File: config.mk
export PLATFORM = sky130hd
export DESIGN_NAME = pmcr_port_regs
export DESIGN_NICKNAME = d
export VERILOG_FILES = /design/src/rtl/pmcr_pkg.sv /design/src/rtl/pmcr_pin_ctl.sv /design/src/rtl/pmcr_port_regs.sv
export SDC_FILE = /design/constraint.sdc
export NUM_CORES = 1
export LEC_CHECK = 0
export ABC_AREA = 1
export BUFFER_PORTS_ARGS = -buffer_cell sky130_fd_sc_hd__buf_2
export CAP_MARGIN = 10
export CELL_PAD_IN_SITES_DETAIL_PLACEMENT = 1
export CELL_PAD_IN_SITES_GLOBAL_PLACEMENT = 1
export CORE_MARGIN = 2
export CORE_UTILIZATION = 44
export DETAILED_ROUTE_END_ITERATION = 16
export PLACE_DENSITY_LB_ADDON = 0.12
export RECOVER_POWER = 50
export SLEW_MARGIN = 20
export SYNTH_ARGS = -nofsm -noshare
export SYNTH_HDL_FRONTEND = slang
export SYNTH_SLANG_ARGS = --single-unit
File: constraint.sdc
create_clock -name clk_sys -period 3.1 [get_ports clk_sys]
set_clock_uncertainty 0.15 [all_clocks]
set_input_delay 0.31 -clock clk_sys [delete_from_list [all_inputs] [get_ports clk_sys]]
set_output_delay 0.31 -clock clk_sys [all_outputs]
set_load 0.05 [all_outputs]
File: src/rtl/pmcr_pkg.sv
// How it works
// - port 2 latch holds eight cpu-writable bits, one per pin
// - port 3 latch holds writable bits 7 and 5..0; bit 6 has no pin
// - port 1 mode reg b reads all zeros after reset
// - port 3 latch resets to ones in bits 7 and 5..0
// - both port 3 mode registers reset to zero, default mode
// - mode pair (a,b): 00 quasi, 01 push-pull, 10 input, 11 open-drain
// - quasi pin latch rising 0 to 1 enables strong pull-up two clocks
package pmcr_pkg;
  localparam logic [7:0] ADDR_P1_SEL_B   = 8'h92;
  localparam logic [7:0] ADDR_P2_SEL_A   = 8'h95;
  localparam logic [7:0] ADDR_P2_SEL_B   = 8'h96;
  localparam logic [7:0] ADDR_P2_LATCH   = 8'hA0;
  localparam logic [7:0] ADDR_P3_LATCH   = 8'hB0;
  localparam logic [7:0] ADDR_P3_SEL_A   = 8'hB1;
  localparam logic [7:0] ADDR_P3_SEL_B   = 8'hB2;
  localparam logic [7:0] RST_P1_SEL_B    = 8'h00;
  localparam logic [7:0] RST_SEL         = 8'h00;
  localparam logic [7:0] RST_P2_LATCH    = 8'hFF;
  localparam logic [7:0] RST_P3_LATCH    = 8'hBF;
  localparam logic [7:0] P3_IMPL_MASK    = 8'hBF;
  localparam int         P3_EMPTY_BIT    = 6;
  localparam logic [1:0] STRONG_PU_CYC   = 2'h2;

  typedef enum logic [1:0] {
    PMCR_QUASI = 2'b00,
    PMCR_PUSH  = 2'b01,
    PMCR_INPUT = 2'b10,
    PMCR_OPEN  = 2'b11
  } pmcr_mode_e;

  typedef struct packed {
    logic       wr;
    logic       rd;
    logic [7:0] addr;
    logic [7:0] wdata;
  } pmcr_sfr_req_s;

  typedef struct packed {
    logic [7:0] drive_high;
    logic [7:0] drive_low;
    logic [7:0] strong_pu;
    logic [7:0] weak_pu;
  } pmcr_pin_ctl_s;
endpackage : pmcr_pkg

File: src/rtl/pmcr_pin_ctl.sv
`timescale 1ns/100ps
module pmcr_pin_ctl #(
  parameter int WIDTH = 8
) (
  input  wire logic                 clk_sys,
  input  wire logic                 rst,
  input  wire logic [WIDTH-1:0]     latch,
  input  wire logic [WIDTH-1:0]     sel_a,
  input  wire logic [WIDTH-1:0]     sel_b,
  output logic      [WIDTH-1:0]     drive_high,
  output logic      [WIDTH-1:0]     drive_low,
  output logic      [WIDTH-1:0]     strong_pu,
  output logic      [WIDTH-1:0]     weak_pu
);
  logic [WIDTH-1:0] latch_q;

  always_ff @(posedge clk_sys) begin
    if (rst) begin
      latch_q <= '1;
    end else begin
      latch_q <= latch;
    end
  end

  for (genvar i = 0; i < WIDTH; i++) begin : g_pin
    logic [1:0]              pu_cnt;
    logic                    hi_q;
    logic                    lo_q;
    logic                    sp_q;
    logic                    wp_q;
    pmcr_pkg::pmcr_mode_e    mode;
    assign mode = pmcr_pkg::pmcr_mode_e'({sel_a[i], sel_b[i]});

    always_ff @(posedge clk_sys) begin
      if (rst) begin
        pu_cnt <= 2'h0;
      end else if (mode == pmcr_pkg::PMCR_QUASI
                   && latch[i] && !latch_q[i]) begin
        pu_cnt <= pmcr_pkg::STRONG_PU_CYC;
      end else if (pu_cnt != 2'h0) begin
        pu_cnt <= pu_cnt - 2'h1;
      end
    end

    // registered so drivers follow register writes one clock later;
    // each pin keeps its own flops so no output vector has many writers
    always_ff @(posedge clk_sys) begin
      if (rst) begin
        hi_q <= 1'b0;
        lo_q <= 1'b0;
        sp_q <= 1'b0;
        wp_q <= 1'b0;
      end else begin
        hi_q <= (mode == pmcr_pkg::PMCR_PUSH) && latch[i];
        lo_q <= (mode != pmcr_pkg::PMCR_INPUT) && !latch[i];
        wp_q <= (mode == pmcr_pkg::PMCR_QUASI) && latch[i];
        sp_q <= (mode == pmcr_pkg::PMCR_QUASI) && latch[i]
                && ((latch[i] && !latch_q[i])
                    || (pu_cnt > 2'h1));
      end
    end

    assign drive_high[i] = hi_q;
    assign drive_low[i]  = lo_q;
    assign strong_pu[i]  = sp_q;
    assign weak_pu[i]    = wp_q;
  end
endmodule : pmcr_pin_ctl

File: src/rtl/pmcr_port_regs.sv
`timescale 1ns/100ps
module pmcr_port_regs (
  input  wire logic                   clk_sys,
  input  wire logic                   rst,
  input  wire pmcr_pkg::pmcr_sfr_req_s sfr_req,
  output logic [7:0]                  sfr_rdata,
  output logic                        sfr_hit,
  input  wire logic [7:0]             port1_drive_select_a,
  output logic [7:0]                  port1_drive_select_b,
  input  wire logic [7:0]             port1_output_latch,
  output logic [7:0]                  port2_output_latch,
  output logic [7:0]                  port3_output_latch,
  output pmcr_pkg::pmcr_pin_ctl_s     port1_pins,
  output pmcr_pkg::pmcr_pin_ctl_s     port2_pins,
  output pmcr_pkg::pmcr_pin_ctl_s     port3_pins
);
  ////////////////////////////////////////////////////////////////////////
  logic [7:0] port2_drive_select_a;
  logic [7:0] port2_drive_select_b;
  logic [7:0] port3_drive_select_a;
  logic [7:0] port3_drive_select_b;
  logic       wr;
  logic [7:0] wd;

  assign wr = sfr_req.wr;
  assign wd = sfr_req.wdata;

  ////////////////////////////////////////////////////////////////////////
  // one strobe per register; an unmapped address raises none, so such
  // a write is dropped and no register moves; the first match wins, which
  // would only matter if two offsets were ever set equal
  logic wr_p1_sel_b;
  logic wr_p2_sel_a;
  logic wr_p2_sel_b;
  logic wr_p2_latch;
  logic wr_p3_latch;
  logic wr_p3_sel_a;
  logic wr_p3_sel_b;

  always_comb begin
    wr_p1_sel_b = 1'b0;
    wr_p2_sel_a = 1'b0;
    wr_p2_sel_b = 1'b0;
    wr_p2_latch = 1'b0;
    wr_p3_latch = 1'b0;
    wr_p3_sel_a = 1'b0;
    wr_p3_sel_b = 1'b0;
    if (wr) begin
      if (sfr_req.addr == pmcr_pkg::ADDR_P1_SEL_B) begin
        wr_p1_sel_b = 1'b1;
      end else if (sfr_req.addr == pmcr_pkg::ADDR_P2_SEL_A) begin
        wr_p2_sel_a = 1'b1;
      end else if (sfr_req.addr == pmcr_pkg::ADDR_P2_SEL_B) begin
        wr_p2_sel_b = 1'b1;
      end else if (sfr_req.addr == pmcr_pkg::ADDR_P2_LATCH) begin
        wr_p2_latch = 1'b1;
      end else if (sfr_req.addr == pmcr_pkg::ADDR_P3_LATCH) begin
        wr_p3_latch = 1'b1;
      end else if (sfr_req.addr == pmcr_pkg::ADDR_P3_SEL_A) begin
        wr_p3_sel_a = 1'b1;
      end else if (sfr_req.addr == pmcr_pkg::ADDR_P3_SEL_B) begin
        wr_p3_sel_b = 1'b1;
      end
    end
  end

  // bit 6 of port 3 has no pad, so none of its registers stores it; the
  // one or zero that software puts there is dropped here
  logic [7:0] next_port3_output_latch;
  logic [7:0] next_port3_drive_select_a;
  logic [7:0] next_port3_drive_select_b;

  assign next_port3_output_latch   = wd & pmcr_pkg::P3_IMPL_MASK;
  assign next_port3_drive_select_a = wd & pmcr_pkg::P3_IMPL_MASK;
  assign next_port3_drive_select_b = wd & pmcr_pkg::P3_IMPL_MASK;

  ////////////////////////////////////////////////////////////////////////
  always_ff @(posedge clk_sys) begin
    if (rst) begin
      port1_drive_select_b <= pmcr_pkg::RST_P1_SEL_B;
    end else if (wr_p1_sel_b) begin
      port1_drive_select_b <= wd;
    end
  end

  // port 2 mode reset value unprinted; zero keeps pins quasi
  always_ff @(posedge clk_sys) begin
    if (rst) begin
      port2_drive_select_a <= pmcr_pkg::RST_SEL;
    end else if (wr_p2_sel_a) begin
      port2_drive_select_a <= wd;
    end
  end

  always_ff @(posedge clk_sys) begin
    if (rst) begin
      port2_drive_select_b <= pmcr_pkg::RST_SEL;
    end else if (wr_p2_sel_b) begin
      port2_drive_select_b <= wd;
    end
  end

  always_ff @(posedge clk_sys) begin
    if (rst) begin
      port2_output_latch <= pmcr_pkg::RST_P2_LATCH;
    end else if (wr_p2_latch) begin
      port2_output_latch <= wd;
    end
  end

  always_ff @(posedge clk_sys) begin
    if (rst) begin
      port3_output_latch <= pmcr_pkg::RST_P3_LATCH;
    end else if (wr_p3_latch) begin
      port3_output_latch <= next_port3_output_latch;
    end
  end

  always_ff @(posedge clk_sys) begin
    if (rst) begin
      port3_drive_select_a <= pmcr_pkg::RST_SEL;
    end else if (wr_p3_sel_a) begin
      port3_drive_select_a <= next_port3_drive_select_a;
    end
  end

  always_ff @(posedge clk_sys) begin
    if (rst) begin
      port3_drive_select_b <= pmcr_pkg::RST_SEL;
    end else if (wr_p3_sel_b) begin
      port3_drive_select_b <= next_port3_drive_select_b;
    end
  end

  ////////////////////////////////////////////////////////////////////////
  // reads have no side effect, so the mux follows the address alone;
  // the read marker of the request is not needed here
  always_comb begin
    sfr_hit   = 1'b1;
    sfr_rdata = 8'h00;
    if (sfr_req.addr == pmcr_pkg::ADDR_P1_SEL_B) begin
      sfr_rdata = port1_drive_select_b;
    end else if (sfr_req.addr == pmcr_pkg::ADDR_P2_SEL_A) begin
      sfr_rdata = port2_drive_select_a;
    end else if (sfr_req.addr == pmcr_pkg::ADDR_P2_SEL_B) begin
      sfr_rdata = port2_drive_select_b;
    end else if (sfr_req.addr == pmcr_pkg::ADDR_P2_LATCH) begin
      sfr_rdata = port2_output_latch;
    end else if (sfr_req.addr == pmcr_pkg::ADDR_P3_LATCH) begin
      sfr_rdata = port3_output_latch;
    end else if (sfr_req.addr == pmcr_pkg::ADDR_P3_SEL_A) begin
      sfr_rdata = port3_drive_select_a;
    end else if (sfr_req.addr == pmcr_pkg::ADDR_P3_SEL_B) begin
      sfr_rdata = port3_drive_select_b;
    end else begin
      sfr_hit = 1'b0;
    end
  end

  ////////////////////////////////////////////////////////////////////////
  // port 3 bit 6 has no pad: its latch input is held at one so it never
  // fires a strong pull-up, and its controls are tied low further down
  logic [7:0] p3_hi;
  logic [7:0] p3_lo;
  logic [7:0] p3_sp;
  logic [7:0] p3_wp;
  logic [7:0] p3_latch_in;
  assign p3_latch_in = port3_output_latch | ~pmcr_pkg::P3_IMPL_MASK;

  // one pin decoder per port; port 1's mode a register and latch live
  // outside this block and come in as plain inputs
  pmcr_pin_ctl #(.WIDTH(8)) u_p1 (
    .clk_sys    (clk_sys),
    .rst        (rst),
    .latch      (port1_output_latch),
    .sel_a      (port1_drive_select_a),
    .sel_b      (port1_drive_select_b),
    .drive_high (port1_pins.drive_high),
    .drive_low  (port1_pins.drive_low),
    .strong_pu  (port1_pins.strong_pu),
    .weak_pu    (port1_pins.weak_pu)
  );

  pmcr_pin_ctl #(.WIDTH(8)) u_p2 (
    .clk_sys    (clk_sys),
    .rst        (rst),
    .latch      (port2_output_latch),
    .sel_a      (port2_drive_select_a),
    .sel_b      (port2_drive_select_b),
    .drive_high (port2_pins.drive_high),
    .drive_low  (port2_pins.drive_low),
    .strong_pu  (port2_pins.strong_pu),
    .weak_pu    (port2_pins.weak_pu)
  );

  pmcr_pin_ctl #(.WIDTH(8)) u_p3 (
    .clk_sys    (clk_sys),
    .rst        (rst),
    .latch      (p3_latch_in),
    .sel_a      (port3_drive_select_a),
    .sel_b      (port3_drive_select_b),
    .drive_high (p3_hi),
    .drive_low  (p3_lo),
    .strong_pu  (p3_sp),
    .weak_pu    (p3_wp)
  );

  for (genvar j = 0; j < 8; j++) begin : g_p3_pad
    if (j == pmcr_pkg::P3_EMPTY_BIT) begin : g_none
      assign port3_pins.drive_high[j] = 1'b0;
      assign port3_pins.drive_low[j]  = 1'b0;
      assign port3_pins.strong_pu[j]  = 1'b0;
      assign port3_pins.weak_pu[j]    = 1'b0;
    end else begin : g_pad
      assign port3_pins.drive_high[j] = p3_hi[j];
      assign port3_pins.drive_low[j]  = p3_lo[j];
      assign port3_pins.strong_pu[j]  = p3_sp[j];
      assign port3_pins.weak_pu[j]    = p3_wp[j];
    end
  end
endmodule : pmcr_port_regs

==> results.md, run 1 <==
- Die area: 19500 um^2
- Core area: 18000 um^2
- Worst slack, placed: 0.859 ns
- Commonest non-fill, non-tap cells in the layout: dfxtp_1 (214), buf_2 (153), nand2_1 (111), nor2_1 (106), inv_1 (105)
- Final RePlAce weighted congestion: 0.765
- Wire length per cell: 16.0 um
- Hpwl dp: 14.2 mm
- Final nets: 1067
- Vias per cell: 4.94
- Post-synthesis register bit count: 214
- Final setup violation count: 0
- Residual DRC: 0
- Max Fclk: 405 MHz
- Ports: 165
- Multi-input gate area: 2510 um^2
- Register area share after synthesis: 0.530
- Mapped Area: 8080 um^2
- Total gr overflow: 0
- CTS tree: built
- Clock-pin slew on the worst setup and hold paths: 0.06 ns
- Synth Instances: 938
- Max FO, Critical Path: 42
- Largest family of logic cells by synthesized area: simple AND/OR/NAND/NOR gates
- Area leader, netlist: dfxtp_1
- Final worst setup slack: 0.633 ns
- Filler instances: 2180
- Compound-Gate Fraction of Synth Area: 0.0985
- Max-slew violation count: 0
- Post-CTS Resized: 0
- DR iter-0 viols: 232
- Synth Area in XOR/XNOR: 0
- Starting Density: 0.450
- Vias in the first global route: 6319
- Ys Warns: 0
- Total vias in the final route: 6298
- Worst-Margin Slew: 1.10 ns
- Final period utilization: 0.796
- Die Ht: 140 um
- Synth-to-layout area growth: 15.4%
- Drt total wl: 20.4 mm
- Reg area: 4280 um^2
- RSZ-0062 raised after global routing: false
- Initial DRT Pass Iterations: 4
- Port Buffers: 158
- Final hold vios: 0
- Dpl cells: 1209
- Number of CTS-inserted buffers: 23
- Clock buffer depth: 3
- Outcome: finished clean
- First-pass GRT wire length: 32.9 mm
- Regs by FF count: u_p1.g_pin.pu_cnt x16, u_p2.g_pin.pu_cnt x16, u_p3.g_pin.pu_cnt x14
- Adder-cell share of the synthesized area: 0
- CP required: 3.33 ns
- Ant diodes: 0
- Top cells by area, synth: dfxtp_1 (53%), buf_4 (9.0%), nand2_1 (5.2%), nor2_1 (4.9%), inv_1 (4.9%)
- Largest net degree at the start of global routing: 44
- Share of cells above drive strength 1: 0.208
- Commonest non-fill, non-tap cell in the layout: dfxtp_1
- Synth Area in Simple Gates: 0.210
- GRT Overall Usage: 0.207
- Cell variety after synth: 34
- Rows: 49
- Tmin final: 2.47 ns
- Layout Cells excl Fill: 1274
- Pwr/cell area: 633 nW/um^2
- CP Launch Type: input port
- Sink Count: 214
- Htree depth: 1
- Critical path arrival: 2.70 ns
- Mux contribution to synthesized area: 0
- Maximum vdd drop: 0.543 mV
- Relative slew margins: 0.268
- Antenna viol nets, final: 0
- Die Span X: 140 um
- Antenna violations before repair: 0
- Later-pin clock latency in the skew report: 0.49 ns
- Syn avg cell area: 8.61 um^2
- Leak: 4.56 nW
- Setup crit end kind: register
- Worst Setup Path Type: input port to register
- Root Buffer: clkbuf_16
- HP Class: input port to register
- Post-Route Setup TNS: 0 ns
- Maxcap violations: 0
- Share of the synthesized area in the top cell type: 0.530
==> worst paths after layout <==
| check | slack (ns) | startpoint | to | cells past startpoint |
|---|---|---|---|---|
| worst max register to register | 1.45 | port1_drive_select_b[4]$_SDFFE_PP0P_ | u_p1.g_pin[4].hi_q$_SDFF_PP0_ | 3 |
| worst min register to register | 0.27 | u_p3.g_pin[4].pu_cnt[0]$_SDFFE_PP0P_ | u_p3.g_pin[4].pu_cnt[0]$_SDFFE_PP0P_ | 1 |
| worst max-delay path | 0.63 | rst | u_p1.g_pin[3].hi_q$_SDFF_PP0_ | 4 |
| worst min-delay path | 0.03 | sfr_req[5] | port3_drive_select_a[5]$_SDFFE_PP0P_ | 3 |
==> through the flow <==
stage	cell area (um^2)	total power, W	hold slack, ns	utilization
after floorplan	8090	0.00308	0.238	-
after global placement	8310	0.00314	0.258	0.463
after detailed placement	8310	0.00314	0.265	0.463
after CTS	9350	0.00596	0.0142	0.520
after global routing	9330	0.00609	0.0311	0.519
final	9330	0.00591	0.0319	0.519
==> critical path, cell delays in order <==
cell           delay, ns
clkbuf_1            0.79
clkbuf_2            0.86
nor4_1              0.13
dlygate4sd3_1       0.60
==> cell type report <==
| class | count | area share |
|---|---|---|
| repair buffers | 188 | 0.114 |
| flip-flops and latches | 214 | 0.459 |
| inverters | 108 | 0.0435 |
| multi-input cells | 496 | 0.269 |
| clock inverters | 9 | 0.0134 |
| well taps | 229 | 0.0307 |
| clock buffers | 30 | 0.0699 |
==> what timing repair did <==
| item | in CTS | in global routing |
|---|---|---|
| setup buffers | 0 | 0 |
| endpoints found under the hold margin | 53 | 0 |
| hold buffers | 26 | 0 |
==> logic make-up after synthesis <==
logic type,count (synthesis)
DFF,214
and+or+nand+nor,355
AOI/OAI and AO/OA,136
other,1
buffers and inverters,232
==> cells in the mapped netlist, drive strengths merged <==
library cell,number
o21ai,23
a211oi,10
a21oi,68
and2,2
dfxtp,214
nand3,62
nor4,42
nand2,118
o2111ai,1
inv,108
buf,114
o211ai,8
nand4,12
conb,1
o21a,21
nor3,5
clkbuf,10
nor2,114
o22ai,5
==> metal layers <==
metal / vias to the layer above / global-route usage / wire (um)
met4: 0 / 0.0377 / 265
met2: 152 / 0.351 / 9440
met1: 2992 / 0.282 / 9740
li1: 3136 / - / -
met3: 18 / 0.0341 / 971
met5: - / 0 / 0
==> power breakdown <==
part           internal, W  switching (W)
Sequential         0.00278      0.0000100
Clock              0.00172        0.00109
Combinational    0.0000729       0.000235
Total              0.00458        0.00133
No activity file was read; power rests on OpenSTA's default activity.
==> inputs of run 2 (changes only) <==
Settings changed: CORE_UTILIZATION 44 to 40.
Clock period 3.1 ns to 2.5 ns, I/O delays scaled along.
==> run 2 against run 1 <==
  * Sequential share of layout area is 0.18 points higher
  * Clock-buffer cell count is 1 higher
  * Worst hold slack better by 0.067 ns
  * Global-route usage is 1.5 points lower
  * Critical endpoint is now sfr_rdata[6]
  * Highest routed layer is now met5
==> results.md, run 2 (synthesis gave the netlist of run 1 again) <==
- NetSw: 0.00164 W
- Die Span X: 146 um
- Setup crit end kind: output pin
- Critical path arrival: 1.78 ns
- Regs by FF count: u_p1.g_pin.pu_cnt x16, u_p2.g_pin.pu_cnt x16, u_p3.g_pin.pu_cnt x14
- Commonest non-fill, non-tap cell in the layout: dfxtp_1
- Core area: 19700 um^2
- Sequential fraction of design power: 0.482
- Antenna violations before repair: 1
- Wire length per cell: 16.1 um
- Tmin final: 2.18 ns
- Dpl cell area: 8370 um^2
- Final period utilization: 0.870
- RSZ-0062 raised after global routing: false
- Cell depth of the worst setup path: 9
- Int Power: 0.00554 W
- Worst Setup Path Type: input port to output pin
- Number of CTS-inserted buffers: 23
- Commonest non-fill, non-tap cells in the layout: dfxtp_1 (214), nand2_1 (112), nor2_1 (107), inv_1 (105), clkbuf_1 (92)
- CP Launch Type: input port
- Family with the most delay on the worst path: simple AND/OR/NAND/NOR gates
- Pwr/cell area: 773 nW/um^2
- Root Buffer: clkbuf_16
- Htree depth: 1
- Die Ht: 146 um
- Max-slew violation count: 0
- Hpwl dp: 14.5 mm
- Ant diodes: 0
- Later-pin clock latency in the skew report: 0.50 ns
- Final hold vios: 0
- Share of cells above drive strength 1: 0.122
- Drt total wl: 21.1 mm
- Port Buffers: 158
- DR iter-0 viols: 224
- Final RePlAce weighted congestion: 0.797
- Outcome: finished clean
- Starting Density: 0.411
- Synth-to-layout area growth: 15.0%
- Relative slew margins: 0.535
- CP required: 2.10 ns
- Final setup violation count: 0
- Crit-path cells: buf_2 > inv_1 > nand2_1 > nor2_8 > nand2_2 > inv_2 > nand2_1 > o2111ai_1 > buf_2
- Power Total: 0.00718 W
- Max FO, Critical Path: 11
- Rows: 51
- Total vias in the final route: 6361
- Die area: 21300 um^2
- Maxcap violations: 0
- Clk pwr share: 0.464
- Post-CTS Resized: 0
- Initial DRT Pass Iterations: 4
- Multi-input gate area: 2480 um^2
- CTS tree: built
- Worst slack, placed: 0.376 ns
- Maximum vdd drop: 0.525 mV
- Post-Route Setup TNS: 0 ns
- Antenna viol nets, final: 0
- Reg area: 4280 um^2
- Bufs and invs on worst path: 4
- First-pass GRT wire length: 33.5 mm
- Clock-pin slew on the worst setup and hold paths: 0.06 ns
- Worst-Margin Slew: 0.701 ns
- HP Class: input port to register
- Vias in the first global route: 6271
- GRT Overall Usage: 0.192
- Switching Share: 0.228
- Combinational share of power: 0.054
- Largest net degree at the start of global routing: 49
- Vias per cell: 4.84
- Post-route cell area: 9290 um^2
- Hold Path Depth: 4
- Final worst setup slack: 0.325 ns
- Sink Count: 214
- Max stage delay on crit path: 0.32 ns
- Filler instances: 2366
- Slowest cell on crit path: buf_2
- Residual DRC: 0
- Leak: 4.22 nW
- Final nets: 1074
- Max Fclk: 460 MHz
- Ports: 165
- Reg2Reg Depth: 3
- Post-CTS Setup Repair Bufs: 0
- Clock buffer depth: 3
- Total gr overflow: 0
-- run 2: cell types whose count changed in the layout (fill, tap and decap cells not counted), moves of 2 or more --
cell / before / now
buf_2: 153 / 69
buf_4: 1 / 4
clkbuf_1: 7 / 92
clkbuf_2: 3 / 0
clkinv_2: 4 / 2
dlygate4sd3_1: 26 / 33
o21ai_0: 23 / 20
o21ai_1: 0 / 2
-- run 2: power groups by stage --
stage               Combinational [W]  Clock, W  Sequential [W]
global route                 0.000416   0.00357         0.00347
global placement             0.000365         0         0.00354
floorplan                    0.000287         0         0.00354
CTS                          0.000399   0.00340         0.00346
finish                       0.000387   0.00333         0.00346
detailed placement           0.000367         0         0.00354
-- run 2: layout make-up --
class | count | share of cell area
flip-flops and latches | 214 | 0.461
clock buffers | 31 | 0.0695
clock inverters | 6 | 0.00916
repair buffers | 195 | 0.114
multi-input cells | 496 | 0.267
well taps | 265 | 0.0357
inverters | 108 | 0.0436
-- run 2: stage by stage --
stage | hold WS (ns) | util | instances
after floorplan | 0.178 | - | 942
after global placement | 0.255 | 0.426 | 1245
after detailed placement | 0.263 | 0.426 | 1245
after CTS | 0.0979 | 0.480 | 1315
after global routing | 0.119 | 0.473 | 1315
final | 0.0987 | 0.473 | 1315
-- run 2: worst paths after layout --
kind	endpoint	slack, ns	startpoint
setup / recovery	sfr_rdata[6]	0.32	sfr_req[14]
hold / removal	port3_output_latch[7]$_SDFFE_PP1P_	0.1	sfr_req[17]
setup reg to reg	u_p1.g_pin[2].hi_q$_SDFF_PP0_	0.85	port1_drive_select_b[2]$_SDFFE_PP0P_
hold reg to reg	u_p3.g_pin[5].pu_cnt[0]$_SDFFE_PP0P_	0.27	u_p3.g_pin[5].pu_cnt[0]$_SDFFE_PP0P_
-- run 2: worst reg2reg max path: cells and delay by family (launching register included) --
kind	cells	cell delay (ns)
buffers and inverters	2	0.72
flip-flops	1	0.49
AND/OR/NAND/NOR	1	0.23
-- run 2: layer usage --
layer  GRT usage  vias to the layer above  wire length [um]  part of all wire
li1            -                     3165                 -                 -
met2       0.323                      163              9870              0.47
met5           0                        -                11           0.00052
met4      0.0393                        2               223             0.011
met1       0.260                     3009              9900              0.47
met3      0.0341                       22              1110             0.053
-- run 2: repair_timing --
action | 4_1_cts | 5_1_grt
endpoints found under the hold margin | 92 | 0
setup endpoints to repair | 0 | 0
hold buffers | 33 | 0
==> inputs of run 3 (changes only) <==
Settings changed: CELL_PAD_IN_SITES_DETAIL_PLACEMENT 1 to not set, CELL_PAD_IN_SITES_GLOBAL_PLACEMENT 1 to not set, CORE_UTILIZATION 40 to 54.
==> run 3 against run 2 <==
  * Cell count shrank 6.3%
  * Sequential power about the same
  * Flip-flop and latch count did not move
  * Via count decreased by 1.7%
  * Sequential share of layout area grew 0.16 points
  * Fmax barely moved
  * Design area shrank 0.35%
  * Global-route usage grew 2.3 points
  * Non-clock buffer count decreased by 1
  * Routed wire length shrank 16%
==> results.md, run 3 (synthesis gave the netlist of run 1 again) <==
- Combinational share of power: 0.053
- Max Fclk: 460 MHz
- Slowest cell on crit path: nor2_1
- Switching Share: 0.219
- Worst-Margin Slew: 1.22 ns
- Root Buffer: clkbuf_16
- Tmin final: 2.17 ns
- Vias per cell: 5.08
- Starting Density: 0.554
- GRT Overall Usage: 0.215
- Layout Cells excl Fill: 1232
- Post-Route Setup TNS: 0 ns
- Clk pwr share: 0.461
- Relative slew margins: 0.184
- CTS tree: built
- Antenna viol nets, final: 0
- Die Ht: 126 um
- CP Launch Type: input port
- Final period utilization: 0.869
- RSZ-0062 raised after global routing: false
- Final hold vios: 0
- Htree depth: 1
- Later-pin clock latency in the skew report: 0.50 ns
- HP Class: input port to register
- Reg2Reg Depth: 3
- Max FO, Critical Path: 7
- NetSw: 0.00156 W
- Pwr/cell area: 769 nW/um^2
- Setup crit end kind: output pin
- Largest net degree at the start of global routing: 59
- Antenna violations before repair: 0
- Ant diodes: 0
- Final RePlAce weighted congestion: 0.808
- Commonest non-fill, non-tap cells in the layout: dfxtp_1 (214), buf_2 (155), nand2_1 (112), nor2_1 (109), inv_1 (106)
- Wire length per cell: 14.4 um
- First-pass GRT wire length: 28.1 mm
- Post-CTS Setup Repair Bufs: 0
- Outcome: finished clean
- Hold Path Depth: 3
- Share of cells above drive strength 1: 0.199
- Sequential fraction of design power: 0.486
- CP required: 2.10 ns
- Final core occ: 0.635
- Hpwl dp: 12.1 mm
- Final setup violation count: 0
- Leak: 4.55 nW
- Crit Reg-Reg Startpoint: port1_drive_select_b[2]$_SDFFE_PP0P_
- Crit-path cells: buf_2 > inv_1 > nand2_1 > nor2_1 > nand2_4 > o22ai_1 > nor2_1 > nand2_1 > buf_2
- Final worst setup slack: 0.326 ns
- Final nets: 1072
- Sink Count: 214
- Residual DRC: 0
- Post-route cell area: 9260 um^2
- Critical path arrival: 1.77 ns
- Maxcap violations: 0
- Die Span X: 126 um
- Ports: 165
- Worst Setup Path Type: input port to output pin
- Port Buffers: 158
- R2r setup slk: 0.81 ns
- Regs by FF count: u_p1.g_pin.pu_cnt x16, u_p2.g_pin.pu_cnt x16, u_p3.g_pin.pu_cnt x14
- Dpl cells: 1164
- DR iter-0 viols: 362
- Die area: 16000 um^2
- Clock buffer depth: 3
- Total gr overflow: 0
- Rows: 44
- Core area: 14600 um^2
- Maximum vdd drop: 0.445 mV
- Max-slew violation count: 0
- Commonest non-fill, non-tap cell in the layout: dfxtp_1
- Hold Path Origin: sfr_req[17]
- Dpl cell area: 8270 um^2
- Hold EP: port3_output_latch[5]$_SDFFE_PP1P_
- Drt total wl: 17.8 mm
- Total vias in the final route: 6256
- Initial DRT Pass Iterations: 4
- Number of CTS-inserted buffers: 22
- Vias in the first global route: 5659
- Int Power: 0.00556 W
- Synth-to-layout area growth: 14.6%
- Clock-pin slew on the worst setup and hold paths: 0.06 ns
- Worst slack, placed: 0.419 ns
- Max stage delay on crit path: 0.37 ns
- R2r endpoint: u_p1.g_pin[2].hi_q$_SDFF_PP0_
## run 3: changes by cell type in the layout (fill, tap and decap cells not counted), sizes merged
cell,before,now
buf,74,157
clkbuf,119,35
clkinv,2,3
clkinvlp,2,1
dlygate4sd3,33,32
## run 3: power by group through the flow
stage | logic [W] | registers, W | clock network, W
after global routing | 0.000405 | 0.00346 | 0.00349
after floorplan | 0.000287 | 0.00354 | 0
after global placement | 0.000352 | 0.00354 | 0
final | 0.000378 | 0.00346 | 0.00328
after CTS | 0.000384 | 0.00346 | 0.00333
after detailed placement | 0.000355 | 0.00354 | 0
## run 3: worst max path at each step
| stage | from | end | slack, ns |
|---|---|---|---|
| detailed placement | sfr_req[11] | sfr_rdata[3] | 0.42 |
| global route | sfr_req[14] | sfr_rdata[7] | 0.19 |
| floorplan | sfr_req[14] | sfr_rdata[1] | 0.48 |
| CTS | sfr_req[11] | sfr_rdata[3] | 0.42 |
| finish | sfr_req[14] | sfr_rdata[5] | 0.33 |
| global placement | sfr_req[11] | sfr_rdata[3] | 0.43 |
## run 3: timing repair
action	CTS	global route
hold buffers	32	0
endpoints found under the hold margin	96	0
resized for setup	0	0
## run 3: metal layers
metal,GRT usage,vias to the layer above,share of wire
met5,0,-,0
met3,0.0354,29,0.056
li1,-,3165,-
met4,0.0627,0,0.022
met1,0.292,2874,0.45
met2,0.357,188,0.47
## run 3: stage by stage
stage	hold WS [ns]	power, W
6_report	0.0710	0.00712
5_1_grt	0.0864	0.00736
4_1_cts	0.0697	0.00718
3_5_place_dp	0.263	0.00389
3_3_place_gp	0.256	0.00389
2_1_floorplan	0.178	0.00383
## run 3: final cells by class
| class | count | area, um^2 |
|---|---|---|
| fill | 1275 | 5330 |
| sequential | 214 | 4280 |
| multi-input combinational | 496 | 2460 |
| timing repair buffer | 194 | 1140 |
| clock buffer | 30 | 652 |
| inverter | 108 | 405 |
| tap | 184 | 230 |
| clock inverter | 6 | 82.6 |
## run 3: critical path: cells and delay by family
kind	cells	cell delay (ns)
simple gates	5	0.89
buf+inv	3	0.40
compound gates	1	0.24
